`src/pkg/rzl_map.svh`:
```
// constants of the zone lock controller: opcodes, codes, offsets, timing
`ifndef RZL_MAP_SVH
`define RZL_MAP_SVH
// device address byte opcodes (upper nibble)
`define RZL_OPC_LOCK 4'h7
`define RZL_OPC_FRZ 4'h1
`define RZL_OPC_ARR 4'ha
// data codes
`define RZL_LOCK_ON 8'hff
`define RZL_LOCK_OFF 8'h00
`define RZL_LOCK_DAT 8'hff
`define RZL_FRZ_ADR 8'h55
`define RZL_FRZ_DAT 8'haa
`define RZL_ERASED 8'hff
// array
`define RZL_ARR_BYTES 128
`define RZL_SLAVE_ADR 3'h0
// host register offsets and fields
`define RZL_HR_CMD 3'h0
`define RZL_HR_ARG 3'h1
`define RZL_HR_DAT 3'h2
`define RZL_HR_STAT 3'h3
`define RZL_HR_RES 3'h4
`define RZL_CMD_DSCHG 7
`define RZL_STAT_BUSY 0
`define RZL_STAT_NACK 1
// timing
`define RZL_CLK_MHZ 25
`define RZL_WR_TIME_US 1000
`define RZL_WR_CYCLES (`RZL_WR_TIME_US * `RZL_CLK_MHZ)
`endif

```
`src/pkg/rzl_pkg.sv`:
```
// types and decode shared by both ends of the zone lock link
package rzl_pkg;
   typedef enum logic [1:0] {RZL_QRY, RZL_LCK, RZL_FRZ, RZL_ARW} rzl_op_t;
   typedef enum logic [3:0] {D_IDLE, D_DEV, D_RSDEV, D_LKADR, D_LKDAT, D_LKRD, D_LKSTP,
      D_FZADR, D_FZDAT, D_FZSTP, D_WADR, D_WDAT, D_WSTP} rzl_dst_t;
   typedef enum logic [1:0] {P_LOCK, P_FRZ, P_ARR} rzl_pk_t;
   typedef enum logic [2:0] {H_IDLE, H_START, H_SEND, H_ACK, H_RD, H_RDW, H_STOP, H_WAIT} rzl_hst_t;

   // one-hot zone select from a lock register address, zero if invalid
   function automatic logic [3:0] rzl_zone_sel(logic [7:0] b);
      logic [3:0] s;
      s = 4'h0;
      if (b[3:0] == 4'h1 || b[3:0] == 4'h2 || b[3:0] == 4'h4 || b[3:0] == 4'h8) begin
         s = b[3:0];
      end
      return s;
   endfunction : rzl_zone_sel
endpackage : rzl_pkg

```
`src/pkg/rzl_link_if.sv`:
```
// byte-level single-wire link between bus master and eeprom
interface rzl_link_if;
   logic m_start;
   logic m_stop;
   logic m_wr_vld;
   logic [7:0] m_wr_byte;
   logic m_rd_req;
   logic m_line_low;
   logic s_ack_vld;
   logic s_nack;
   logic s_rd_vld;
   logic [7:0] s_rd_byte;
   modport host (output m_start, m_stop, m_wr_vld, m_wr_byte, m_rd_req, m_line_low,
      input s_ack_vld, s_nack, s_rd_vld, s_rd_byte);
   modport dev (input m_start, m_stop, m_wr_vld, m_wr_byte, m_rd_req, m_line_low,
      output s_ack_vld, s_nack, s_rd_vld, s_rd_byte);
endinterface : rzl_link_if

```
`src/rzl_wr_timer.sv`:
```
// self-timed write cycle counter
`include "rzl_map.svh"
module rzl_wr_timer #(
   parameter int unsigned CYCLES = `RZL_WR_CYCLES
) (
   // clock and reset
   input wire logic clk,
   input wire logic rst_b,
   // control
   input wire logic start,
   output logic busy,
   output logic done
);
   localparam int unsigned W = $clog2(CYCLES + 1);
   logic [W-1:0] cnt_q;

   // busy stands exactly CYCLES cycles, done pulses in the next one
   always_ff @(posedge clk or negedge rst_b) begin
      if (!rst_b) begin
         cnt_q <= '0;
         busy <= 1'b0;
         done <= 1'b0;
      end else begin
         done <= 1'b0;
         if (start && !busy) begin
            busy <= 1'b1;
            cnt_q <= W'(CYCLES - 1);
         end else if (busy) begin
            if (cnt_q == '0) begin
               busy <= 1'b0;
               done <= 1'b1;
            end else begin
               cnt_q <= cnt_q - 1'b1;
            end
         end
      end
   end
endmodule : rzl_wr_timer

```
`src/rzl_dev.sv`:
```
// eeprom end: zone lock query, lock write, freeze and array write gating
// How it works
// - lock query starts with 7h write byte, acked
// - lock address: upper nibble ignored, must be valid
// - repeated start read returns 00h or FFh
// - lock write: 7h byte, address, FFh, all acked
// - stop after data starts cycle, sets lock
// - stop elsewhere aborts lock write, no change
// - commands ignored while write cycle runs
// - lock bits only go zero to one
// - freeze opcode 1h: ack unless already frozen
// - freeze needs 55h then AAh, both acked
// - wrong freeze bytes get nack, no freeze
// - freeze completes only on stop after AAh
// - once frozen, lock bits never change again
// - master keeps line released during write cycle
// - stop is an empty frame, line high
// - array write address bytes always acked
// - data to locked zone: nack, no programming
// - data to open zone: ack, normal write
// - array reads FFh as shipped
// - four 32-byte zones, lock addresses 01,02,04,08
// - lock bits survive resets, zero is writable; power-on reset rst_b clears them here
//
// Our own choices: the plain strobed port and the address map.
`include "rzl_map.svh"
module rzl_dev #(
   parameter int unsigned WR_CYCLES = `RZL_WR_CYCLES,
   parameter logic [2:0] SLAVE_ADR = `RZL_SLAVE_ADR
) (
   // clock and power-on reset
   input wire logic clk,
   input wire logic rst_b,
   // single-wire link, byte level
   rzl_link_if.dev lnk,
   // device reset that keeps nonvolatile state
   input wire logic proto_clr,
   // observation
   input wire logic [6:0] peek_addr,
   output logic [7:0] peek_data,
   output logic [3:0] zone_lock,
   output logic frozen,
   output logic busy
);
   rzl_pkg::rzl_dst_t st_q;
   rzl_pkg::rzl_dst_t st_d;
   rzl_pkg::rzl_pk_t pk_q;
   logic [3:0] sel_q;
   logic [6:0] wadr_q;
   logic [7:0] wdat_q;
   logic [7:0] mem_q [`RZL_ARR_BYTES];
   logic corrupt_q;
   logic ans_d;
   logic nack_d;
   logic quiet;
   logic prog_go;
   logic wr_done;
   logic [3:0] opc;
   logic rw;

   assign opc = lnk.m_wr_byte[7:4];
   assign rw = lnk.m_wr_byte[0];
   // a busy device or a line discharge drops everything on the link
   assign quiet = busy || proto_clr || lnk.m_line_low;
   assign prog_go = lnk.m_stop && !quiet && (st_q == rzl_pkg::D_LKSTP || st_q == rzl_pkg::D_FZSTP ||
      st_q == rzl_pkg::D_WSTP);

   // byte decode and answer
   always_comb begin
      st_d = st_q;
      ans_d = 1'b0;
      nack_d = 1'b0;
      if (quiet) begin
         st_d = rzl_pkg::D_IDLE;
      end else if (lnk.m_stop) begin
         st_d = rzl_pkg::D_IDLE;
      end else if (lnk.m_start) begin
         st_d = (st_q == rzl_pkg::D_LKDAT) ? rzl_pkg::D_RSDEV : rzl_pkg::D_DEV;
      end else if (lnk.m_wr_vld) begin
         ans_d = 1'b1;
         nack_d = 1'b1;
         st_d = rzl_pkg::D_IDLE;
         unique case (st_q)
            rzl_pkg::D_DEV, rzl_pkg::D_RSDEV: begin
               if (lnk.m_wr_byte[3:1] != SLAVE_ADR) begin
                  ans_d = 1'b0;
               end else if (st_q == rzl_pkg::D_RSDEV) begin
                  if (opc == `RZL_OPC_LOCK && rw) begin
                     nack_d = 1'b0;
                     st_d = rzl_pkg::D_LKRD;
                  end
               end else if (!rw && opc == `RZL_OPC_LOCK) begin
                  nack_d = 1'b0;
                  st_d = rzl_pkg::D_LKADR;
               end else if (!rw && opc == `RZL_OPC_FRZ && !frozen) begin
                  nack_d = 1'b0;
                  st_d = rzl_pkg::D_FZADR;
               end else if (!rw && opc == `RZL_OPC_ARR) begin
                  nack_d = 1'b0;
                  st_d = rzl_pkg::D_WADR;
               end
            end
            rzl_pkg::D_LKADR: begin
               if (rzl_pkg::rzl_zone_sel(lnk.m_wr_byte) != 4'h0) begin
                  nack_d = 1'b0;
                  st_d = rzl_pkg::D_LKDAT;
               end
            end
            rzl_pkg::D_LKDAT: begin
               if (lnk.m_wr_byte == `RZL_LOCK_DAT && !frozen) begin
                  nack_d = 1'b0;
                  st_d = rzl_pkg::D_LKSTP;
               end
            end
            rzl_pkg::D_FZADR: begin
               if (lnk.m_wr_byte == `RZL_FRZ_ADR) begin
                  nack_d = 1'b0;
                  st_d = rzl_pkg::D_FZDAT;
               end
            end
            rzl_pkg::D_FZDAT: begin
               if (lnk.m_wr_byte == `RZL_FRZ_DAT) begin
                  nack_d = 1'b0;
                  st_d = rzl_pkg::D_FZSTP;
               end
            end
            rzl_pkg::D_WADR: begin
               nack_d = 1'b0;
               st_d = rzl_pkg::D_WDAT;
            end
            rzl_pkg::D_WDAT: begin
               if (!zone_lock[wadr_q[6:5]]) begin
                  nack_d = 1'b0;
                  st_d = rzl_pkg::D_WSTP;
               end
            end
            rzl_pkg::D_IDLE, rzl_pkg::D_LKRD, rzl_pkg::D_LKSTP, rzl_pkg::D_FZSTP, rzl_pkg::D_WSTP: begin
               ans_d = 1'b0;
            end
            default: begin
               ans_d = 1'b0;
            end
         endcase
      end
   end

   // protocol state
   always_ff @(posedge clk or negedge rst_b) begin
      if (!rst_b) begin
         st_q <= rzl_pkg::D_IDLE;
      end else begin
         st_q <= st_d;
      end
   end

   // operands caught from the bytes
   always_ff @(posedge clk or negedge rst_b) begin
      if (!rst_b) begin
         sel_q <= 4'h0;
         wadr_q <= 7'h00;
         wdat_q <= 8'h00;
      end else if (lnk.m_wr_vld && !quiet) begin
         if (st_q == rzl_pkg::D_LKADR) begin
            sel_q <= rzl_pkg::rzl_zone_sel(lnk.m_wr_byte);
         end
         if (st_q == rzl_pkg::D_WADR) begin
            wadr_q <= lnk.m_wr_byte[6:0];
         end
         if (st_q == rzl_pkg::D_WDAT) begin
            wdat_q <= lnk.m_wr_byte;
         end
      end
   end

   // answers to the master
   always_ff @(posedge clk or negedge rst_b) begin
      if (!rst_b) begin
         lnk.s_ack_vld <= 1'b0;
         lnk.s_nack <= 1'b0;
         lnk.s_rd_vld <= 1'b0;
         lnk.s_rd_byte <= 8'h00;
      end else begin
         lnk.s_ack_vld <= ans_d;
         lnk.s_nack <= nack_d;
         lnk.s_rd_vld <= 1'b0;
         if (lnk.m_rd_req && !quiet && st_q == rzl_pkg::D_LKRD) begin
            lnk.s_rd_vld <= 1'b1;
            lnk.s_rd_byte <= ((zone_lock & sel_q) != 4'h0) ? `RZL_LOCK_ON : `RZL_LOCK_OFF;
         end
      end
   end

   // self-timed programming cycle
   rzl_wr_timer #(
      .CYCLES(WR_CYCLES)
   ) u_tmr (
      .clk(clk),
      .rst_b(rst_b),
      .start(prog_go),
      .busy(busy),
      .done(wr_done)
   );

   always_ff @(posedge clk or negedge rst_b) begin
      if (!rst_b) begin
         pk_q <= rzl_pkg::P_LOCK;
      end else if (prog_go) begin
         unique case (st_q)
            rzl_pkg::D_FZSTP: pk_q <= rzl_pkg::P_FRZ;
            rzl_pkg::D_WSTP: pk_q <= rzl_pkg::P_ARR;
            default: pk_q <= rzl_pkg::P_LOCK;
         endcase
      end
   end

   // pulling the line low during the cycle spoils the result
   always_ff @(posedge clk or negedge rst_b) begin
      if (!rst_b) begin
         corrupt_q <= 1'b0;
      end else if (prog_go) begin
         corrupt_q <= 1'b0;
      end else if (busy && lnk.m_line_low) begin
         corrupt_q <= 1'b1;
      end
   end

   // nonvolatile state: cleared only by power-on reset, never by proto_clr
   always_ff @(posedge clk or negedge rst_b) begin
      if (!rst_b) begin
         zone_lock <= 4'h0;
         frozen <= 1'b0;
      end else if (wr_done && !corrupt_q) begin
         if (pk_q == rzl_pkg::P_LOCK && !frozen) begin
            zone_lock <= zone_lock | sel_q;
         end
         if (pk_q == rzl_pkg::P_FRZ) begin
            frozen <= 1'b1;
         end
      end
   end

   for (genvar i = 0; i < `RZL_ARR_BYTES; i++) begin : g_mem
      always_ff @(posedge clk or negedge rst_b) begin
         if (!rst_b) begin
            mem_q[i] <= `RZL_ERASED;
         end else if (wr_done && !corrupt_q && pk_q == rzl_pkg::P_ARR && wadr_q == 7'(i)) begin
            mem_q[i] <= wdat_q;
         end
      end
   end

   always_ff @(posedge clk or negedge rst_b) begin
      if (!rst_b) begin
         peek_data <= `RZL_ERASED;
      end else begin
         peek_data <= mem_q[peek_addr];
      end
   end
endmodule : rzl_dev

```
`src/flat_wrapper.sv`:
```
// flat-port wrapper written by rule: the top's interface ports become plain ports
module rzl_dev_flat 
#(
   parameter int unsigned WR_CYCLES = `RZL_WR_CYCLES,
   parameter logic [2:0] SLAVE_ADR = `RZL_SLAVE_ADR
)
  (clk, rst_b, proto_clr, peek_addr, peek_data, zone_lock, frozen, busy, lnk_m_start, lnk_m_stop, lnk_m_wr_vld, lnk_m_wr_byte, lnk_m_rd_req, lnk_m_line_low, lnk_s_ack_vld, lnk_s_nack, lnk_s_rd_vld, lnk_s_rd_byte);
  rzl_link_if lnk_i ();
  input wire logic clk;
  input wire logic rst_b;
  input wire logic proto_clr;
  input wire logic [6:0] peek_addr;
  output logic [7:0] peek_data;
  output logic [3:0] zone_lock;
  output logic frozen;
  output logic busy;
  input wire logic [$bits(lnk_i.m_start)-1:0] lnk_m_start;
  input wire logic [$bits(lnk_i.m_stop)-1:0] lnk_m_stop;
  input wire logic [$bits(lnk_i.m_wr_vld)-1:0] lnk_m_wr_vld;
  input wire logic [$bits(lnk_i.m_wr_byte)-1:0] lnk_m_wr_byte;
  input wire logic [$bits(lnk_i.m_rd_req)-1:0] lnk_m_rd_req;
  input wire logic [$bits(lnk_i.m_line_low)-1:0] lnk_m_line_low;
  output wire logic [$bits(lnk_i.s_ack_vld)-1:0] lnk_s_ack_vld;
  output wire logic [$bits(lnk_i.s_nack)-1:0] lnk_s_nack;
  output wire logic [$bits(lnk_i.s_rd_vld)-1:0] lnk_s_rd_vld;
  output wire logic [$bits(lnk_i.s_rd_byte)-1:0] lnk_s_rd_byte;
  assign lnk_i.m_start = lnk_m_start;
  assign lnk_i.m_stop = lnk_m_stop;
  assign lnk_i.m_wr_vld = lnk_m_wr_vld;
  assign lnk_i.m_wr_byte = lnk_m_wr_byte;
  assign lnk_i.m_rd_req = lnk_m_rd_req;
  assign lnk_i.m_line_low = lnk_m_line_low;
  assign lnk_s_ack_vld = lnk_i.s_ack_vld;
  assign lnk_s_nack = lnk_i.s_nack;
  assign lnk_s_rd_vld = lnk_i.s_rd_vld;
  assign lnk_s_rd_byte = lnk_i.s_rd_byte;
  rzl_dev #(.WR_CYCLES(WR_CYCLES), .SLAVE_ADR(SLAVE_ADR)) u_core (.clk(clk), .rst_b(rst_b), .lnk(lnk_i), .proto_clr(proto_clr), .peek_addr(peek_addr), .peek_data(peek_data), .zone_lock(zone_lock), .frozen(frozen), .busy(busy));
endmodule
```
`config.mk`:
```
export PLATFORM = sky130hd
export DESIGN_NAME = rzl_dev_flat
export DESIGN_NICKNAME = d
export VERILOG_FILES = /design/src/pkg/rzl_pkg.sv /design/src/pkg/rzl_link_if.sv /design/src/rzl_wr_timer.sv /design/src/rzl_dev.sv /design/src/flat_wrapper.sv
export VERILOG_INCLUDE_DIRS = /design/src /design/src/pkg
export SDC_FILE = /design/constraint.sdc
export NUM_CORES = 2
export LEC_CHECK = 0
export BUFFER_PORTS_ARGS = -buffer_cell sky130_fd_sc_hd__buf_2
export CAP_MARGIN = 20
export CORE_MARGIN = 2
export CORE_UTILIZATION = 65
export DETAILED_ROUTE_END_ITERATION = 7
export PLACE_DENSITY = 0.88
export SETUP_SLACK_MARGIN = 0.3
export SLEW_MARGIN = 15
export SYNTH_ARGS = -nofsm -noshare
export SYNTH_HDL_FRONTEND = slang
export SYNTH_SLANG_ARGS = --single-unit
```
`constraint.sdc`:
```
create_clock -name clk -period 3.4 [get_ports clk]
set_clock_uncertainty 0.1 [all_clocks]
set_input_delay 1.02 -clock clk [delete_from_list [all_inputs] [get_ports clk]]
set_output_delay 1.02 -clock clk [all_outputs]
set_load 0.005 [all_outputs]
```
# Word level (Yosys, flattened, before mapping)
# Cells that the tools add are included.
dict set report word_totals {
  ff_bits 1091
  in_bits 23
  output_inout_bits 25
}
dict set report op_classes {
  addsub 1
  n_lt_le_gt_ge 2
  n_eq_ne 152
  mux 64
  bitwise 3
  reduce_logical 173
}
# operator n
set ops {}
lappend ops {{$eq A7 B7 Y1 const B} 64}
lappend ops {{$eq A7 B6 Y1 const B} 32}
lappend ops {{$logic_and A1 B1 Y1} 144}
lappend ops {{$eq A7 B5 Y1 const B} 16}
lappend ops {{$mux W4} 18}
lappend ops {{$bmux W8 S7} 1}
lappend ops {{$eq A7 B4 Y1 const B} 8}
lappend ops {{$mux W15} 3}
lappend ops {{$mux W1} 30}
lappend ops {{$eq A4 B4 Y1 const B} 7}
lappend ops {{$eq A7 B3 Y1 const B} 4}
lappend ops {{$pmux W4 S7} 1}
lappend ops {{$eq A4 B3 Y1 const B} 6}
lappend ops {{$mux W8} 3}
lappend ops {{$eq A8 B8 Y1 const B} 2}
lappend ops {{$logic_not A15 Y1} 1}
lappend ops {{$sub A15 B1 Y15 const B} 1}
lappend ops {{$eq A7 B2 Y1 const B} 2}
lappend ops {{$eq A4 B1 Y1 const B} 3}
lappend ops {{$eq A4 B2 Y1 const B} 3}
lappend ops {{$reduce_and A2 Y1} 6}
lappend ops {{$reduce_bool A4 Y1} 3}
lappend ops {{$mux W3} 3}
lappend ops {{$eq A8 B7 Y1 const B} 1}
lappend ops {{other kinds (22)} 33}

# Longest topological paths before layout
dict set report logic_depth {
  depth_word 17
  depth_mapped 8
  ltp_nobuf 8
}

# Hierarchy
# Synthesis repeated with hierarchy kept, for this count alone.
dict set report unflattened {
  cells_unflattened 3466
  area_unflattened_um2 51136.5
}
# mod instances cells_each area_per_inst_um2 seq_area_each_um2
set by_module_without_submodules {}
lappend by_module_without_submodules {rzl_dev 1 3367 50200.6 27991.8}
lappend by_module_without_submodules {rzl_wr_timer 1 99 935.9 425.4}

# Worst setup path after synthesis
# OpenSTA, ideal clock, no wires.
dict set report synth_timing {
  kind {input -> register}
  from {in peek_addr[0]}
  to {reg u_core.peek_data[0]}
  setup_ns 0.082
  arrival_ns 3.400
  required_time_ns 3.218
  path_slack_ns -0.182
  path_stages 6
  n_path_buf 2
  path_cell_list {clkbuf_1 buf_1 mux4_2 mux4_2 mux4_2 mux2_2}
}
dict set report synth_via {
  elab_chain_cells 4
}
# element line_no
set synth_lines {}
lappend synth_lines {{start: declaration} flat_wrapper.sv:12} ;# input wire logic [6:0] peek_addr;
lappend synth_lines {{$not A7 Y8 (implied by the code)} rzl_dev.sv:256} ;# peek_data <= mem_q[peek_addr];
lappend synth_lines {{$bmux W8 S7} rzl_dev.sv:256}
lappend synth_lines {{$mux W8 (implied by the code) (2 in series)} rzl_dev.sv:256}
lappend synth_lines {{end signal: assignment} rzl_dev.sv:254} ;# peek_data <= `RZL_ERASED;
lappend synth_lines {{end signal: assignment} rzl_dev.sv:256}
lappend synth_lines {{end: declaration} rzl_dev.sv:40} ;# output logic [7:0] peek_data,
# Every way passes these cells. The select of a mux whose other input is x is not followed.
# A chain may end at the register's enable or synchronous reset.

# Final worst setup path
dict set report layout_timing {
  from {in peek_addr[0]}
  to {reg u_core.peek_data[6]}
}
# The elaborated chain is that of the path after synthesis.

==> metrics.md <==
| Metric | Value |
|---|---|
| Status | `complete, no violations` |
| Drt total wl | `approximately 140,000 um` |
| Hold path cells | `1` |
| Minimum clock period | `approximately 3.1 ns` |
| Drt pass-1 iters | `6` |
| RSZ-0062 raised after global routing | `no` |
| Max stage delay on crit path | `roughly 0.59 ns` |
| Worst-Margin Slew | `between 1 and 1.5 ns` |
| Routed length per instance | `between 30 and 40 um` |
| Antenna-violating nets left | `0` |
| M3 GR Usage | `0.0779` |
| Pwr/cell area | `458 mW/mm2` |
| # setup viols final | `0` |
| Gr ovfl total | `0` |
| CP Max Fanout | `11` |
| Core Region | `roughly 0.077 mm2` |
| Clk_lat worst skew | `0.67 ns` |
| CP Depth | `7` |
| Syn avg cell area | `roughly 16 um2` |
| Nets | `between 3,000 and 4,000` |
| Post-synth top flop | `dfstp_2` |
| P&R area growth vs syn | `14.1%` |
| Final hold vios | `0` |
| Post-synth EDFFs | `0` |
| Worst-case clock buffer depth | `3` |
| TNS Setup | `0 ns` |
| Crit-path leading delay family | `multiplexers` |
| GR peak layer | `met2` |
| Worst rel slew slack | `0.237` |
| Number of synthesis warnings | `0` |
| Share of layout cells above drive strength 1 | `0.870` |
| Post-Syn Area | `just over 0.05 mm2` |
| Die boundary width | `283 um` |
| Initial antenna violation count | `7` |
| Sequential-to-total area share from yosys stat | `0.561` |
| Fin cells | `roughly 4,400` |
| Clock Pin Slew Worst Setup and Hold Paths | `around 0.060 ns` |
| Placed cell areas | `between 0.05 and 0.06 mm2` |
| Max-cap violations | `0` |
| Total power | `26.5 mW` |
| CTS Buf Count | `roughly 110` |
| Crit-path most repeated cell | `mux4_2` |
| Hold WC Path Type | `reg -> reg` |
| Ys async rst share | `1.00` |
| Fillcell total | `4,170` |
| Flop pwr share | `0.492` |
| Vias per cell | `approximately 6.9` |
| GRT Total Usage | `0.341` |
| Commonest non-fill, non-tap cell in the layout | `mux2_2` |
| Clk network pwr share | `0.471` |
| Die Ht | `roughly 280 um` |
| CTS tree | `done` |
| Crit-path cells | `buf_12 > buf_12 > buf_4 > mux4_2 > mux4_2 > mux4_2 > mux2_2` |
| #FFs+latches synth | `approximately 1,100` |
| WP buf/inv | `3` |
| Placed cell count | `about 4,200` |
| Leakage Power | `between 20 and 25 nW` |
| Crit Path Category | `in -> reg` |
| Critical Path End Type | `flop` |
| DR DRC count | `0` |
| Met1 GRT Util | `0.454` |
| R2r worst-path depth | `8` |
| Vias in the first global route | `32,900` |
| First-pass GRT wire length | `208,000 um` |
| Largest net degree at the start of global routing | `around 110` |
| Hpwl dp | `85,400 um` |
| Detailed-route via count | `between 30,000 and 40,000` |
| Switching pwr | `approximately 5.8 mW` |
| Leading cell types in the layout, fill and taps excluded | `1,049 x mux2_2, 1,032 x dfstp_2, 337 x mux4_2` |
| GPL Wtd Cong | `a little under 0.9` |
| Slowest cell on the critical path | `mux4_2` |
| # port buffers | `47` |
| Root buffer cell | `clkbuf_16` |
| H-Tree Depth | `3` |
| Hold_buf cts | `0` |
| Die ar. | `~0.08 mm2` |
| Maximum VDD drop | `~0.43 mV` |
| Final Max Tran Viols | `0` |
| Finished Cell Area | `slightly below 0.06 mm2` |
| Syn_nets | `3,103` |
| 1st-iter DRT viols | `around 2,800` |
| M2 GR Usage | `0.546` |
| Combinational power share | `0.037` |
| Switching portion of total power | `0.217` |
| Post-CTS Setup Bufs | `0` |
| Rows | `approximately 100` |
| Distinct cells, synth | `57` |
| Final worst-path cycle share | `0.902` |
| Required time worst endpoint | `approximately 3.9 ns` |
| Initial core utilization | `0.655` |
| Internal power | `about 21 mW` |
| Critical Path AT | `3.54 ns` |
| Max Fclk | `approximately 0.33 GHz` |
| Io pins | `48` |
| Syn Inst Count | `slightly above 3,000` |
| Type of origin of the critical path | `input pin` |
| Sink Count | `1,084` |
[stage by stage]
step                hold WS (ns)  worst slack (ns)  utilization
floorplan                  0.345             0.115            -
global route               0.397             0.329        0.748
CTS                        0.380             0.338        0.747
detailed placement         0.375            -0.336        0.699
finish                     0.373             0.333        0.748
global placement           0.367            -0.315        0.699
[cell type report]
cell class / count / area [um2] / share of cell area
multi-input combinational: 1755 / 21300 / 0.368
timing repair buffer: 314 / 3050 / 0.0527
inverter: 10 / 37.5 / 0.000649
clock buffer: 152 / 3110 / 0.0538
clock inverter: 44 / 598 / 0.0103
tap: 1040 / 1300 / 0.0225
sequential: 1084 / 28400 / 0.492
antenna: 1 / 2.50 / 0.0000433
[synthesized netlist by cell type (2+ instances only)]
cell type / number / area share
dfstp_2: 1032 / 0.54
a22o_1: 2 / 0.00035
nor3b_1: 2 / 0.00030
buf_4: 9 / 0.0013
inv_1: 10 / 0.00074
a31oi_1: 5 / 0.00062
xnor2_1: 6 / 0.0010
clkbuf_1: 173 / 0.013
a211oi_1: 2 / 0.00030
mux4_2: 337 / 0.15
or4_1: 2 / 0.00030
o21ai_0: 8 / 0.00079
or2_2: 3 / 0.00037
nand4_1: 3 / 0.00037
a21o_1: 5 / 0.00074
nor3_1: 18 / 0.0018
buf_2: 24 / 0.0024
xor2_1: 4 / 0.00069
nand2_1: 91 / 0.0067
nor4bb_1: 2 / 0.00040
nor4_1: 8 / 0.00099
o211ai_1: 3 / 0.00044
or3_1: 8 / 0.00099
and2_1: 6 / 0.00074
nand4b_1: 2 / 0.00035
or4b_2: 3 / 0.00059
nand2b_1: 8 / 0.00099
o22ai_1: 2 / 0.00025
and3_1: 2 / 0.00025
mux2_2: 1049 / 0.23
dfrtp_1: 52 / 0.026
nand3_1: 11 / 0.0011
nor2b_1: 13 / 0.0016
buf_1: 23 / 0.0017
nor2_1: 111 / 0.0082
a22oi_1: 2 / 0.00030
a21oi_1: 13 / 0.0013
o31ai_1: 4 / 0.00059
mux2i_1: 3 / 0.00059
[power by group through the flow]
stage          Sequential [mW]  Clock (mW)  Combinational, mW
2_1_floorplan             13.2           0              0.484
3_3_place_gp              13.2           0              0.936
3_5_place_dp              13.2           0              0.966
4_1_cts                   13.0        12.6              0.979
5_1_grt                   13.0        13.2               1.06
6_report                  13.0        12.5              0.984
[metal layers]
metal / wire length [um] / vias to the layer above
met5: 54 / -
met4: 6260 / 8
li1: - / 11900
met3: 11700 / 386
met1: 51600 / 16400
met2: 66200 / 1475
[cell families after synthesis]
kind of cell               count (synthesis)  share of synthesized area
adders and majority gates                  1                   0.000247
muxes                                   1389                      0.384
and+or+nand+nor                          300                     0.0273
buffers and inverters                    240                     0.0192
AOI/OAI and AO/OA                         55                    0.00721
xor gates and xnor gates                  10                    0.00173
DFF                                     1084                      0.561
[final timing paths]
kind / endpoint / start / slack (ns)
setup / recovery: u_core.peek_data[6]$_DFF_PN1_ / peek_addr[0] / 0.33
max in group asynchronous: u_core.mem_q[961]$_DFFE_PN1P_ / rst_b / 1.89
min in group asynchronous: u_core.mem_q[701]$_DFFE_PN1P_ / rst_b / 0.57
hold / removal: u_core.u_tmr.done$_DFF_PN0_ / u_core.u_tmr.cnt_q[14]$_DFFE_PN0P_ / 0.37
hold reg to reg: u_core.u_tmr.done$_DFF_PN0_ / u_core.u_tmr.cnt_q[14]$_DFFE_PN0P_ / 0.37
setup reg to reg: u_core.mem_q[216]$_DFFE_PN1P_ / u_core.pk_q[1]$_DFFE_PN0P_ / 0.46
[timing repair]
| action | 4_1_cts | 5_1_grt |
|---|---|---|
| endpoints found under the hold margin | 0 | 0 |
| setup endpoints to repair | 0 | 3 |
| resized for setup | 0 | 1 |
[worst register-to-register path, delay by kind of cell (launching register included)]
kind / cells / cell delay, ns
flip-flops: 1 / 0.43
multiplexers: 1 / 0.43
buffers and inverters: 2 / 0.52
AND/OR/NAND/NOR: 5 / 1.41
[sequential cells by signal (all words and copies together), names as in the netlist, 2 cells and up]
register	cells
u_core.st_q	4
u_core.wadr_q	7
u_core.sel_q	4
u_core.peek_data	8
u_core.mem_q	1024
u_core.u_tmr.cnt_q	15
u_core.pk_q	2
u_core.zone_lock	4
u_core.wdat_q	8
Power figures use the tool's default switching activity.
